$ cat src/include/gsm_map.svh
`ifndef GSM_MAP_SVH
`define GSM_MAP_SVH
// register byte offsets
`define GSM_CTRL_OFS    8'h00
`define GSM_CLKDIV_OFS  8'h04
`define GSM_STATUS_OFS  8'h08
`define GSM_TXDATA_OFS  8'h0C
`define GSM_RXDATA_OFS  8'h10
`define GSM_IRQST_OFS   8'h14
`define GSM_IRQMSK_OFS  8'h18
// control fields
`define GSM_CTRL_CPOL   0
`define GSM_CTRL_CPHA   1
`define GSM_CTRL_LSBF   2
`define GSM_CTRL_MODE0  3
`define GSM_CTRL_MODE1  4
`define GSM_CTRL_DIROUT 5
`define GSM_CTRL_CSEN   6
`define GSM_CTRL_ARD    7
// status / irq fields
`define GSM_ST_TXE      0
`define GSM_ST_RXF      1
`define GSM_ST_BUSY     2
// reset values
`define GSM_CTRL_RST    8'h00
`define GSM_CLKDIV_RST  8'h01
`define GSM_IRQMSK_RST  8'h00
`define GSM_DEF_DIV     8'h01
// source clock of the serial clock generator
`define GSM_SRC_MHZ     48
`define GSM_BYTE_BITS   8
`endif

$ cat src/include/gsm_pkg.sv
package gsm_pkg;
  typedef enum logic [1:0] {
    GSM_FULL,
    GSM_HALF,
    GSM_DUAL
  } gsm_mode_t;
  typedef struct packed {
    logic [7:0] addr;
    logic [7:0] wdata;
    logic wr;
    logic rd;
  } gsm_bus_t;
  typedef struct packed {
    logic sck;
    logic csN;
    logic dout;
    logic doutEn;
  } gsm_pins_t;
endpackage

$ cat src/logic/gsm_clk_gen.sv
`timescale 1ns/1ps
// half-period tick generator for the serial clock
module gsm_clk_gen #(
  parameter int DW = 8
) (
  input wire logic ref_clk,
  input wire logic rst,
  input wire logic run,
  input wire logic [DW-1:0] div,
  output logic tick
);
  logic [DW-1:0] cnt_reg;
  always_ff @(posedge ref_clk) begin
    if (rst || !run) begin
      cnt_reg <= '0;
    end else if (cnt_reg >= div) begin
      cnt_reg <= '0;
    end else begin
      cnt_reg <= cnt_reg + 1'b1;
    end
  end
  // zero divider still ticks every cycle
  assign tick = run && (cnt_reg >= div);
endmodule

$ cat src/logic/general_spi_master.sv
// The implementer's own choices: the placing of the registers and the plain strobed port.
`timescale 1ns/1ps
`include "gsm_map.svh"
module general_spi_master
  import gsm_pkg::*;
#(
  parameter int DIV_W = 8
) (
  input wire logic ref_clk,
  input wire logic rst,
  input wire logic [7:0] regAddr,
  input wire logic [7:0] regWdata,
  input wire logic regWr,
  input wire logic regRd,
  output logic [7:0] regRdata,
  input wire logic serial_in_pin,
  input wire logic serial_out_pin_in,
  output logic serial_out_pin,
  output logic bidir_output_enable,
  output logic serial_clock_out,
  output logic chip_select_out_n,
  output logic tx_dma_request,
  output logic rx_dma_request,
  output logic tx_irq,
  output logic rx_irq,
  output logic irq
);
  logic [7:0] ctrl_reg;
  logic [DIV_W-1:0] div_reg;
  logic [7:0] txData_reg;
  logic txFull_reg;
  logic [7:0] rxData_reg;
  logic rxFull_reg;
  logic [7:0] shOut_reg;
  logic [7:0] shIn_reg;
  logic [3:0] bitCnt_reg;
  logic busy_reg;
  logic phase_reg;
  logic sck_reg;
  logic dout_reg;
  logic [1:0] irqSt_reg;
  logic [1:0] irqMsk_reg;
  logic [7:0] regRdata_reg;
  logic [1:0] inSync0_reg;
  logic [1:0] inSync1_reg;
  logic tick;
  logic byteDone;
  logic loadNow;
  logic txEmpty;
  logic cpol;
  logic cpha;
  logic lsbf;
  gsm_mode_t mode;
  logic [3:0] bitsPerByte;
  logic wrTx;
  logic rdRx;
  logic sampleEdge;
  logic shiftEdge;
  logic inBit0;
  logic inBit1;
  logic [7:0] shInNext;

  assign cpol = ctrl_reg[`GSM_CTRL_CPOL];
  assign cpha = ctrl_reg[`GSM_CTRL_CPHA];
  assign lsbf = ctrl_reg[`GSM_CTRL_LSBF];
  always_comb begin
    case ({ctrl_reg[`GSM_CTRL_MODE1], ctrl_reg[`GSM_CTRL_MODE0]})
      2'b01: mode = GSM_HALF;
      2'b10: mode = GSM_DUAL;
      default: mode = GSM_FULL;
    endcase
  end
  assign wrTx = regWr && (regAddr == `GSM_TXDATA_OFS);
  assign rdRx = regRd && (regAddr == `GSM_RXDATA_OFS);
  assign txEmpty = !txFull_reg;
  // dual mode takes two bits per clock, so four clocks per byte
  assign bitsPerByte = (mode == GSM_DUAL) ? 4'h4 : 4'h8;

  // divider source is ref_clk standing in for the 48MHz domain
  gsm_clk_gen #(
    .DW(DIV_W)
  ) u_clk (
    .ref_clk(ref_clk),
    .rst(rst),
    .run(busy_reg),
    .div(div_reg),
    .tick(tick)
  );

  // pin inputs pass two flops before use
  always_ff @(posedge ref_clk) begin
    if (rst) begin
      inSync0_reg <= 2'b00;
      inSync1_reg <= 2'b00;
    end else begin
      inSync0_reg <= {serial_out_pin_in, serial_in_pin};
      inSync1_reg <= inSync0_reg;
    end
  end
  assign inBit0 = inSync1_reg[0];
  assign inBit1 = inSync1_reg[1];

  // phase 0 = leading edge, phase 1 = trailing edge of each bit
  assign sampleEdge = tick && (phase_reg == cpha);
  assign shiftEdge = tick && (phase_reg != cpha);
  assign byteDone = tick && phase_reg && (bitCnt_reg == bitsPerByte - 4'h1);
  assign loadNow = txFull_reg && (!busy_reg || byteDone);

  // next receive shift value, also used when the last sample meets byteDone
  always_comb begin
    if (mode == GSM_DUAL) begin
      shInNext = {shIn_reg[5:0], inBit1, inBit0};
    end else if (mode == GSM_HALF) begin
      shInNext = lsbf ? {inBit1, shIn_reg[7:1]} : {shIn_reg[6:0], inBit1};
    end else begin
      shInNext = lsbf ? {inBit0, shIn_reg[7:1]} : {shIn_reg[6:0], inBit0};
    end
  end

  always_ff @(posedge ref_clk) begin
    if (rst) begin
      busy_reg <= 1'b0;
      phase_reg <= 1'b0;
      bitCnt_reg <= 4'h0;
      sck_reg <= 1'b0;
      shOut_reg <= 8'h00;
      shIn_reg <= 8'h00;
      dout_reg <= 1'b0;
    end else if (loadNow) begin
      // next byte follows with no idle clock when already waiting
      busy_reg <= 1'b1;
      phase_reg <= 1'b0;
      bitCnt_reg <= 4'h0;
      sck_reg <= 1'b0;
      shOut_reg <= txData_reg;
      dout_reg <= cpha ? dout_reg : (lsbf ? txData_reg[0] : txData_reg[7]);
    end else if (byteDone) begin
      busy_reg <= 1'b0;
      phase_reg <= 1'b0;
      sck_reg <= 1'b0;
    end else if (tick) begin
      phase_reg <= !phase_reg;
      sck_reg <= !sck_reg;
      if (phase_reg) begin
        bitCnt_reg <= bitCnt_reg + 4'h1;
      end
      if (sampleEdge) begin
        shIn_reg <= shInNext;
      end
      if (shiftEdge) begin
        // first bit of a trailing-phase byte is presented, not shifted
        if (cpha && bitCnt_reg == 4'h0) begin
          dout_reg <= lsbf ? shOut_reg[0] : shOut_reg[7];
        end else begin
          shOut_reg <= lsbf ? {1'b0, shOut_reg[7:1]} : {shOut_reg[6:0], 1'b0};
          dout_reg <= lsbf ? shOut_reg[1] : shOut_reg[6];
        end
      end
    end
  end

  // transmit holding register and empty flag
  always_ff @(posedge ref_clk) begin
    if (rst) begin
      txData_reg <= 8'h00;
      txFull_reg <= 1'b0;
    end else begin
      if (wrTx) begin
        txData_reg <= regWdata;
      end
      if (wrTx) begin
        txFull_reg <= 1'b1;
      end else if (loadNow) begin
        txFull_reg <= 1'b0;
      end else if (rdRx && ctrl_reg[`GSM_CTRL_ARD]) begin
        // auto read re-sends the held dummy byte
        txFull_reg <= 1'b1;
      end
    end
  end

  // receive register; completion wins over a same-cycle read
  always_ff @(posedge ref_clk) begin
    if (rst) begin
      rxData_reg <= 8'h00;
      rxFull_reg <= 1'b0;
    end else if (byteDone) begin
      // with trailing-edge sampling the last bit arrives on the done tick
      rxData_reg <= sampleEdge ? shInNext : shIn_reg;
      rxFull_reg <= 1'b1;
    end else if (rdRx) begin
      rxFull_reg <= 1'b0;
    end
  end

  // control and divider registers
  always_ff @(posedge ref_clk) begin
    if (rst) begin
      ctrl_reg <= `GSM_CTRL_RST;
      div_reg <= DIV_W'(`GSM_CLKDIV_RST);
    end else if (regWr && regAddr == `GSM_CTRL_OFS) begin
      ctrl_reg <= regWdata;
    end else if (regWr && regAddr == `GSM_CLKDIV_OFS) begin
      div_reg <= DIV_W'(regWdata);
    end
  end

  // sticky event bits: set beats write-one clear
  logic [1:0] irqSet;
  logic [1:0] irqClr;
  assign irqSet = {byteDone, loadNow};
  assign irqClr = (regWr && regAddr == `GSM_IRQST_OFS) ? regWdata[1:0] : 2'b00;
  always_ff @(posedge ref_clk) begin
    if (rst) begin
      irqSt_reg <= 2'b00;
      irqMsk_reg <= 2'b00;
    end else begin
      irqSt_reg <= (irqSt_reg & ~irqClr) | irqSet;
      if (regWr && regAddr == `GSM_IRQMSK_OFS) begin
        irqMsk_reg <= regWdata[1:0];
      end
    end
  end
  assign irq = |(irqSt_reg & irqMsk_reg);

  // read data one cycle after the strobe
  always_ff @(posedge ref_clk) begin
    if (rst) begin
      regRdata_reg <= 8'h00;
    end else if (regRd) begin
      case (regAddr)
        `GSM_CTRL_OFS: regRdata_reg <= ctrl_reg;
        `GSM_CLKDIV_OFS: regRdata_reg <= 8'(div_reg);
        `GSM_STATUS_OFS: regRdata_reg <= {5'h00, busy_reg, rxFull_reg, txEmpty};
        `GSM_TXDATA_OFS: regRdata_reg <= txData_reg;
        `GSM_RXDATA_OFS: regRdata_reg <= rxData_reg;
        `GSM_IRQST_OFS: regRdata_reg <= {6'h00, irqSt_reg};
        `GSM_IRQMSK_OFS: regRdata_reg <= {6'h00, irqMsk_reg};
        default: regRdata_reg <= 8'h00;
      endcase
    end else begin
      regRdata_reg <= 8'h00;
    end
  end
  assign regRdata = regRdata_reg;

  assign serial_clock_out = sck_reg ^ cpol;
  // chip select follows the software enable bit across bytes
  assign chip_select_out_n = !ctrl_reg[`GSM_CTRL_CSEN];
  assign serial_out_pin = dout_reg;
  // dual reads and half-duplex receive release the pin
  assign bidir_output_enable = (mode == GSM_FULL) ||
    (mode == GSM_HALF && ctrl_reg[`GSM_CTRL_DIROUT]);
  assign tx_irq = txEmpty;
  assign rx_irq = rxFull_reg;
  assign tx_dma_request = txEmpty;
  assign rx_dma_request = rxFull_reg;
endmodule

$ cat config.mk
export PLATFORM = sky130hd
export DESIGN_NAME = general_spi_master
export DESIGN_NICKNAME = d
export VERILOG_FILES = /design/src/include/gsm_pkg.sv /design/src/logic/gsm_clk_gen.sv /design/src/logic/general_spi_master.sv
export VERILOG_INCLUDE_DIRS = /design/src /design/src/include
export SDC_FILE = /design/constraint.sdc
export NUM_CORES = 1
export LEC_CHECK = 0
export BUFFER_PORTS_ARGS = -buffer_cell sky130_fd_sc_hd__buf_2
export CAP_MARGIN = 20
export CORE_UTILIZATION = 59
export DETAILED_ROUTE_END_ITERATION = 6
export PLACE_DENSITY = 0.87
export RECOVER_POWER = 100
export SLEW_MARGIN = 15
export SYNTH_ARGS = -nofsm -noshare
export SYNTH_HDL_FRONTEND = slang
export SYNTH_SLANG_ARGS = --single-unit
$ cat constraint.sdc
create_clock -name ref_clk -period 2.8 [get_ports ref_clk]
set_clock_uncertainty 0.2 [all_clocks]
set_input_delay 0.14 -clock ref_clk [delete_from_list [all_inputs] [get_ports ref_clk]]
set_output_delay 0.14 -clock ref_clk [all_outputs]
set_load 0.01 [all_outputs]
==> results of run 1 <==
==> critical path: cells and delay by family (launching register included) <==
family                   cells  cell delay [ps]
flip-flops                   1              340
multiplexers                 1              210
AO/OA/AOI/OAI                2              900
AND/OR/NAND/NOR              2              550
buffers and inverters        1               60
adder cells (fa/ha/maj)      1              300
==> cell usage after synthesis, drive strengths merged (2+ instances only) <==
cell	number	area, µm²
clkbuf	14	52.6
buf	17	98.8
dfxtp	82	1640
ha	13	163
o21a	2	15.0
a22oi	7	52.6
mux4	4	90.1
o21ai	20	100
xor2	9	78.8
xnor2	4	35.0
a31oi	2	12.5
nor3b	3	37.5
o211ai	2	15.0
nand3	29	155
mux2i	42	420
a211oi	9	103
o221ai	2	17.5
nor2	52	195
nand2b	7	51.3
o22ai	7	43.8
inv	21	78.8
and3	5	31.3
mux2	7	78.8
nand2	47	176
a21oi	28	140
nand4	6	37.5
a22o	2	17.5
and2	3	18.8
a21o	2	15.0
nor2b	8	50.1
==> where the power goes <==
part	internal [mW]	switching, mW
Clock	0.354	0.458
Combinational	0.0623	0.0834
Sequential	1.17	0.0128
==> layout make-up <==
type | instances | area share, %
clock inverter | 6 | 0.974
clock buffer | 10 | 2.90
timing repair buffer | 63 | 8.35
sequential | 82 | 34.5
multi-input combinational | 340 | 49.1
inverter | 21 | 1.66
tap | 96 | 2.53
==> cell families (layout without fill, tap and decap cells) <==
family                     count (synthesis)  in the layout  share of synthesized area (%)
and+or+nand+nor                          169            169                           19.7
AOI/OAI and AO/OA                         92             92                           15.5
DFF                                       82             82                           38.9
muxes                                     53             53                           14.0
buffers and inverters                     52            100                           5.45
adders and majority gates                 13             13                           3.85
xor gates and xnor gates                  13             13                           2.70
==> through the flow <==
step | std cells | util (%)
6_report | 618 | 69.2
5_1_grt | 618 | 69.2
4_1_cts | 617 | 69.8
3_5_place_dp | 588 | 65.2
3_3_place_gp | 588 | 65.2
2_1_floorplan | 474 | -
==> layer usage <==
metal  GRT usage [%]  up-vias
met2            45.6      169
li1                -     1754
met5               0        -
met1            34.9     1771
met3            7.14       29
met4            14.1        0
==> what timing repair did <==
| item | CTS | global route |
|---|---|---|
| endpoints found under the setup margin | 0 | 3 |
| buffers inserted | 0 | 1 |
| hold endpoints to repair | 31 | 0 |
| hold buffers | 13 | 0 |
==> final timing paths <==
path / startpoint / to / slack (ps) / cells after the start
hold / removal: regAddr[2] / irqSt_reg[1] / 40 / 4
setup / recovery: div_reg[5] / rxData_reg[2] / 130 / 7
setup reg to reg: div_reg[5] / rxData_reg[2] / 130 / 7
hold reg to reg: rxData_reg[6] / regRdata[6] / 240 / 2
==> out/summary.txt, run 1 <==
Clock slew at reported path FFs: 90 ps
FFs w/ async S/R, synth: 0%
Failing checks: max-capacitance violations
Hold Path Class: input pin to flop
Pwr Density: 451 nW/µm²
Post-route cell area: 4750 µm²
Kind of critical path: flop to flop
Starting Density: 61.5%
Top sig layer: met4
Synthesized flop and latch total: 82
Leak: 1.76 nW
Final Hold Viols: 0
Global-route wire length before repair: 16200 µm
Setup ws final: 131 ps
Final setup violation count: 0
TritonCTS clock tree: done
Die width: 86.6 µm
Mapped Avg Cell Area: 8.91 µm²
Worst EP required: 2870 ps
Area occupied by multi-input gates: 2330 µm²
Worst path slowest cell: o311ai_4
Core Rows: 30
EDFF count, synth: 0
Total gr overflow: 0
Synth warnings: 0
Crit Path Max Fanout: 11
GPL Wtd Cong: 0.908
Unique cell type count in the Yosys netlist: 54
F_max: 0.375 GHz
Share of cells above drive strength 1: 14.0%
Largest net degree at the start of global routing: 38
Clk sinks: 82
Worst stage delay on the critical path: 570 ps
Via count: 3723
DRC: 0
Post-DR vias/cell: 6.02
N_diodes: 0
First DRT Iteration DRCs: 278
CP Cell Sequence: inv_1 -> ha_1 -> nand4_1 -> o311ai_4 -> nand3_2 -> mux2i_1 -> a211oi_1
Post-DP Area: 4480 µm²
Power Total: 2.14 mW
Post-Synthesis Cells: 474
Sequential share of the synthesized area: 38.9%
CTS resizes: 0
Die Ht: 86.6 µm
Worst rel slew slack: 0.726%
Root Driver: clkbuf_8
Syn-to-layout area delta: 12.5%
H-tree levels: 3
Final #Nets: 552
Routed len/inst: 16.8 µm
Final Hold Slack: 44.9 ps
Final Critical Period: 2670 ps
Dpl ws: 118 ps
Max IR drop VDD: 0.000409 V
Top FF cell, synth: dfxtp_1
Io pins: 39
Clk_lat worst skew: 370 ps
Half-perimeter wire length after placement: 7140 µm
Initial antenna violation count: 0
Syn nets: 509
DRT antenna net count: 0
PortBufs: 38
Crit share post-route: 95.3%
Sum Neg Setup Slack: 0 ps
Metal3 WL: 663 µm
Routed met1 length: 4350 µm
Slew Limit Fails: 0
Post-synthesis instance area: 4220 µm²
Core box area: 6870 µm²
Die area: 7500 µm²
Status: complete, but fails checks
CP Launch Type: flop
Total GRT Usage: 28.2%
Detailed Route WL: 10400 µm
Sequential cell area: 1640 µm²
Vias in the first global route: 3418
Setup crit end kind: flop
Max_cap viols: 1
CTS Buf Count: 9
Most frequent cells in the layout: dfxtp_1 (82), nor2_1 (52), nand2_1 (47)
FILL cells: 501
Commonest non-fill, non-tap cell in the layout: dfxtp_1
Max Root-Sink Buffers: 2
Met2 WL post-DR: 5030 µm
Worst slew pin tran: 1490 ps
RSZ-0062 raised after global routing: false
Pre-Repair DR Iteration Count: 5
Critical path arrival: 2730 ps
(Power assumes the default switching activity.)
==> run 2: changes to the inputs <==
Settings changed: CELL_PAD_IN_SITES_DETAIL_PLACEMENT from default to 0, CELL_PAD_IN_SITES_GLOBAL_PLACEMENT from default to 1, CORE_UTILIZATION 59 to 45.
==> run 2 against run 1 <==
  * The run now ends clean
  * Utilization is 15 points lower
  * Wire length is 1.1% lower
  * Design area is 1.6% higher
  * Hold slack worse by 31 ps
  * Non-clock buffer count is 9 higher
  * Critical endpoint is now shOut_reg[6]
  * Highest routed layer unchanged
==> out/summary.txt, run 2 (synthesis results as in run 1) <==
Min-Delay Startpoint: regAddr[4] (was regAddr[2])
CP Cell Sequence: inv_1 -> ha_1 -> xnor2_1 -> o31ai_1 -> and2_1 -> nand3_1 -> nand2_1 -> o22ai_1 (was inv_1 -> ha_1 -> nand4_1 -> o311ai_4 -> nand3_2 -> mux2i_1 -> a211oi_1)
Worst path slowest cell: nand2_1 (was o311ai_4)
Pwr Density: 441 nW/µm² (was 451 nW/µm²)
Final setup violation count: 0 (unchanged)
Most frequent cells in the layout: dfxtp_1 (82), nor2_1 (52), nand2_1 (47) (unchanged)
Final Critical Period: 2610 ps (was 2670 ps)
Half-perimeter wire length after placement: 7430 µm (was 7140 µm)
CTS Buf Count: 9 (unchanged)
Max IR drop VDD: 0.000227 V (was 0.000409 V)
Pre-Repair DR Iteration Count: 4 (was 5)
Final Hold Viols: 0 (unchanged)
DRC: 0 (unchanged)
Setup ws final: 193 ps (was 131 ps)
Crit share post-route: 93.1% (was 95.3%)
Worst rel slew slack: 24.5% (was 0.726%)
DRT antenna net count: 0 (unchanged)
Max Root-Sink Buffers: 2 (unchanged)
Routed len/inst: 16.1 µm (was 16.8 µm)
N_diodes: 0 (unchanged)
Post-DP Area: 4490 µm² (was 4480 µm²)
Vias in the first global route: 3306 (was 3418)
TritonCTS clock tree: done (unchanged)
Syn-to-layout area delta: 14.3% (was 12.5%)
Max_cap viols: 0 (was 1)
Io pins: 39 (unchanged)
Power Total: 2.13 mW (was 2.14 mW)
Post-route cell area: 4830 µm² (was 4750 µm²)
Via count: 3544 (was 3723)
Final Hold Slack: 14.1 ps (was 44.9 ps)
Leak: 1.79 nW (was 1.76 nW)
F_max: 0.384 GHz (was 0.375 GHz)
Kind of critical path: flop to flop (unchanged)
Total GRT Usage: 21.4% (was 28.2%)
Largest net degree at the start of global routing: 48 (was 38)
Slew Limit Fails: 0 (unchanged)
GPL Wtd Cong: 0.844 (was 0.908)
H-tree levels: 3 (unchanged)
Final #Nets: 561 (was 552)
Critical path origin: ctrl_reg[3] (was div_reg[5])
Core Rows: 34 (was 30)
Die area: 9780 µm² (was 7500 µm²)
Worst EP required: 2820 ps (was 2870 ps)
Worst slew pin tran: 1130 ps (was 1490 ps)
Critical R2R Launch: ctrl_reg[3] (was div_reg[5])
Hold Path Class: input pin to flop (unchanged)
Initial antenna violation count: 0 (unchanged)
Detailed Route WL: 10300 µm (was 10400 µm)
Die Ht: 98.9 µm (was 86.6 µm)
First DRT Iteration DRCs: 183 (was 278)
Die width: 98.9 µm (was 86.6 µm)
Sum Neg Setup Slack: 0 ps (unchanged)
Clk_lat worst skew: 350 ps (was 370 ps)
FILL cells: 841 (was 501)
Starting Density: 47.5% (was 61.5%)
Clk sinks: 82 (unchanged)
Clock slew at reported path FFs: 90 ps (about the same)
Setup crit end kind: flop (unchanged)
CP delay by family, top: simple AND/OR/NAND/NOR gates (was compound AO/OA/AOI/OAI gates)
Critical path arrival: 2620 ps (was 2730 ps)
Commonest non-fill, non-tap cell in the layout: dfxtp_1 (unchanged)
Worst stage delay on the critical path: 410 ps (was 570 ps)
CP bufs+invs: 1 (unchanged)
RSZ-0062 raised after global routing: false (unchanged)
Total gr overflow: 0 (unchanged)
Root Driver: clkbuf_8 (unchanged)
Dpl ws: 99.7 ps (was 118 ps)
Crit Path Max Fanout: 12 (was 11)
Status: complete, no violations (was complete, but fails checks)
Share of cells above drive strength 1: 13.9% (was 14.0%)
Global-route wire length before repair: 16400 µm (was 16200 µm)
Post-DR vias/cell: 5.55 (was 6.02)
PortBufs: 38 (unchanged)
Core box area: 8890 µm² (was 6870 µm²)
CP Launch Type: flop (unchanged)
==> run 2: worst register-to-register path, cell delays in order (launching register included) <==
cell and delay [ps]:
dfxtp_1 400, inv_1 60, ha_1 280, xnor2_1 180, o31ai_1 390, and2_1 210, nand3_1 190, nand2_1 410
o22ai_1 170
==> run 2: what timing repair did <==
action,4_1_cts,5_1_grt
setup buffers,0,4
hold buffers,19,0
setup endpoints to repair,0,16
endpoints found under the hold margin,38,0
resized for setup,0,1
==> run 2: layout make-up <==
| type | instances | area, µm² | area share, % |
|---|---|---|---|
| multi-input cells | 340 | 2320 | 48.1 |
| flip-flops and latches | 82 | 1640 | 34.0 |
| repair buffers | 72 | 473 | 9.80 |
| well taps | 108 | 135 | 2.80 |
| clock buffers | 9 | 124 | 2.57 |
| inverters | 21 | 78.8 | 1.63 |
| clock inverters | 7 | 51.3 | 1.06 |
==> run 2: final timing paths <==
kind                       end  slack, ps  cells past startpoint
setup / recovery  shOut_reg[6]        190                      8
hold reg to reg     div_reg[5]        260                      2
hold / removal     regRdata[2]         10                      4
setup reg to reg  shOut_reg[6]        190                      8
==> run 2: metal layers <==
metal | part of all wire [%] | up-vias | GRT usage [%] | wire length (µm)
met5 | 0 | - | 0 | 0
met1 | 46 | 1680 | 28.0 | 4680
met2 | 47 | 78 | 35.2 | 4850
met3 | 5.1 | 16 | 3.90 | 521
met4 | 2.1 | 0 | 7.58 | 213
li1 | - | 1770 | - | -
==> run 2: stage by stage <==
step | util (%) | instances
finish | 54.3 | 639
global route | 54.3 | 639
floorplan | - | 474
detailed placement | 50.5 | 600
global placement | 50.5 | 600
CTS | 54.6 | 635
==> run 2: report_power, final <==
part | total (mW) | switching [mW] | internal [mW]
sequential | 1.18 | 0.00591 | 1.17
combinational | 0.164 | 0.0919 | 0.0719
clock | 0.785 | 0.457 | 0.328
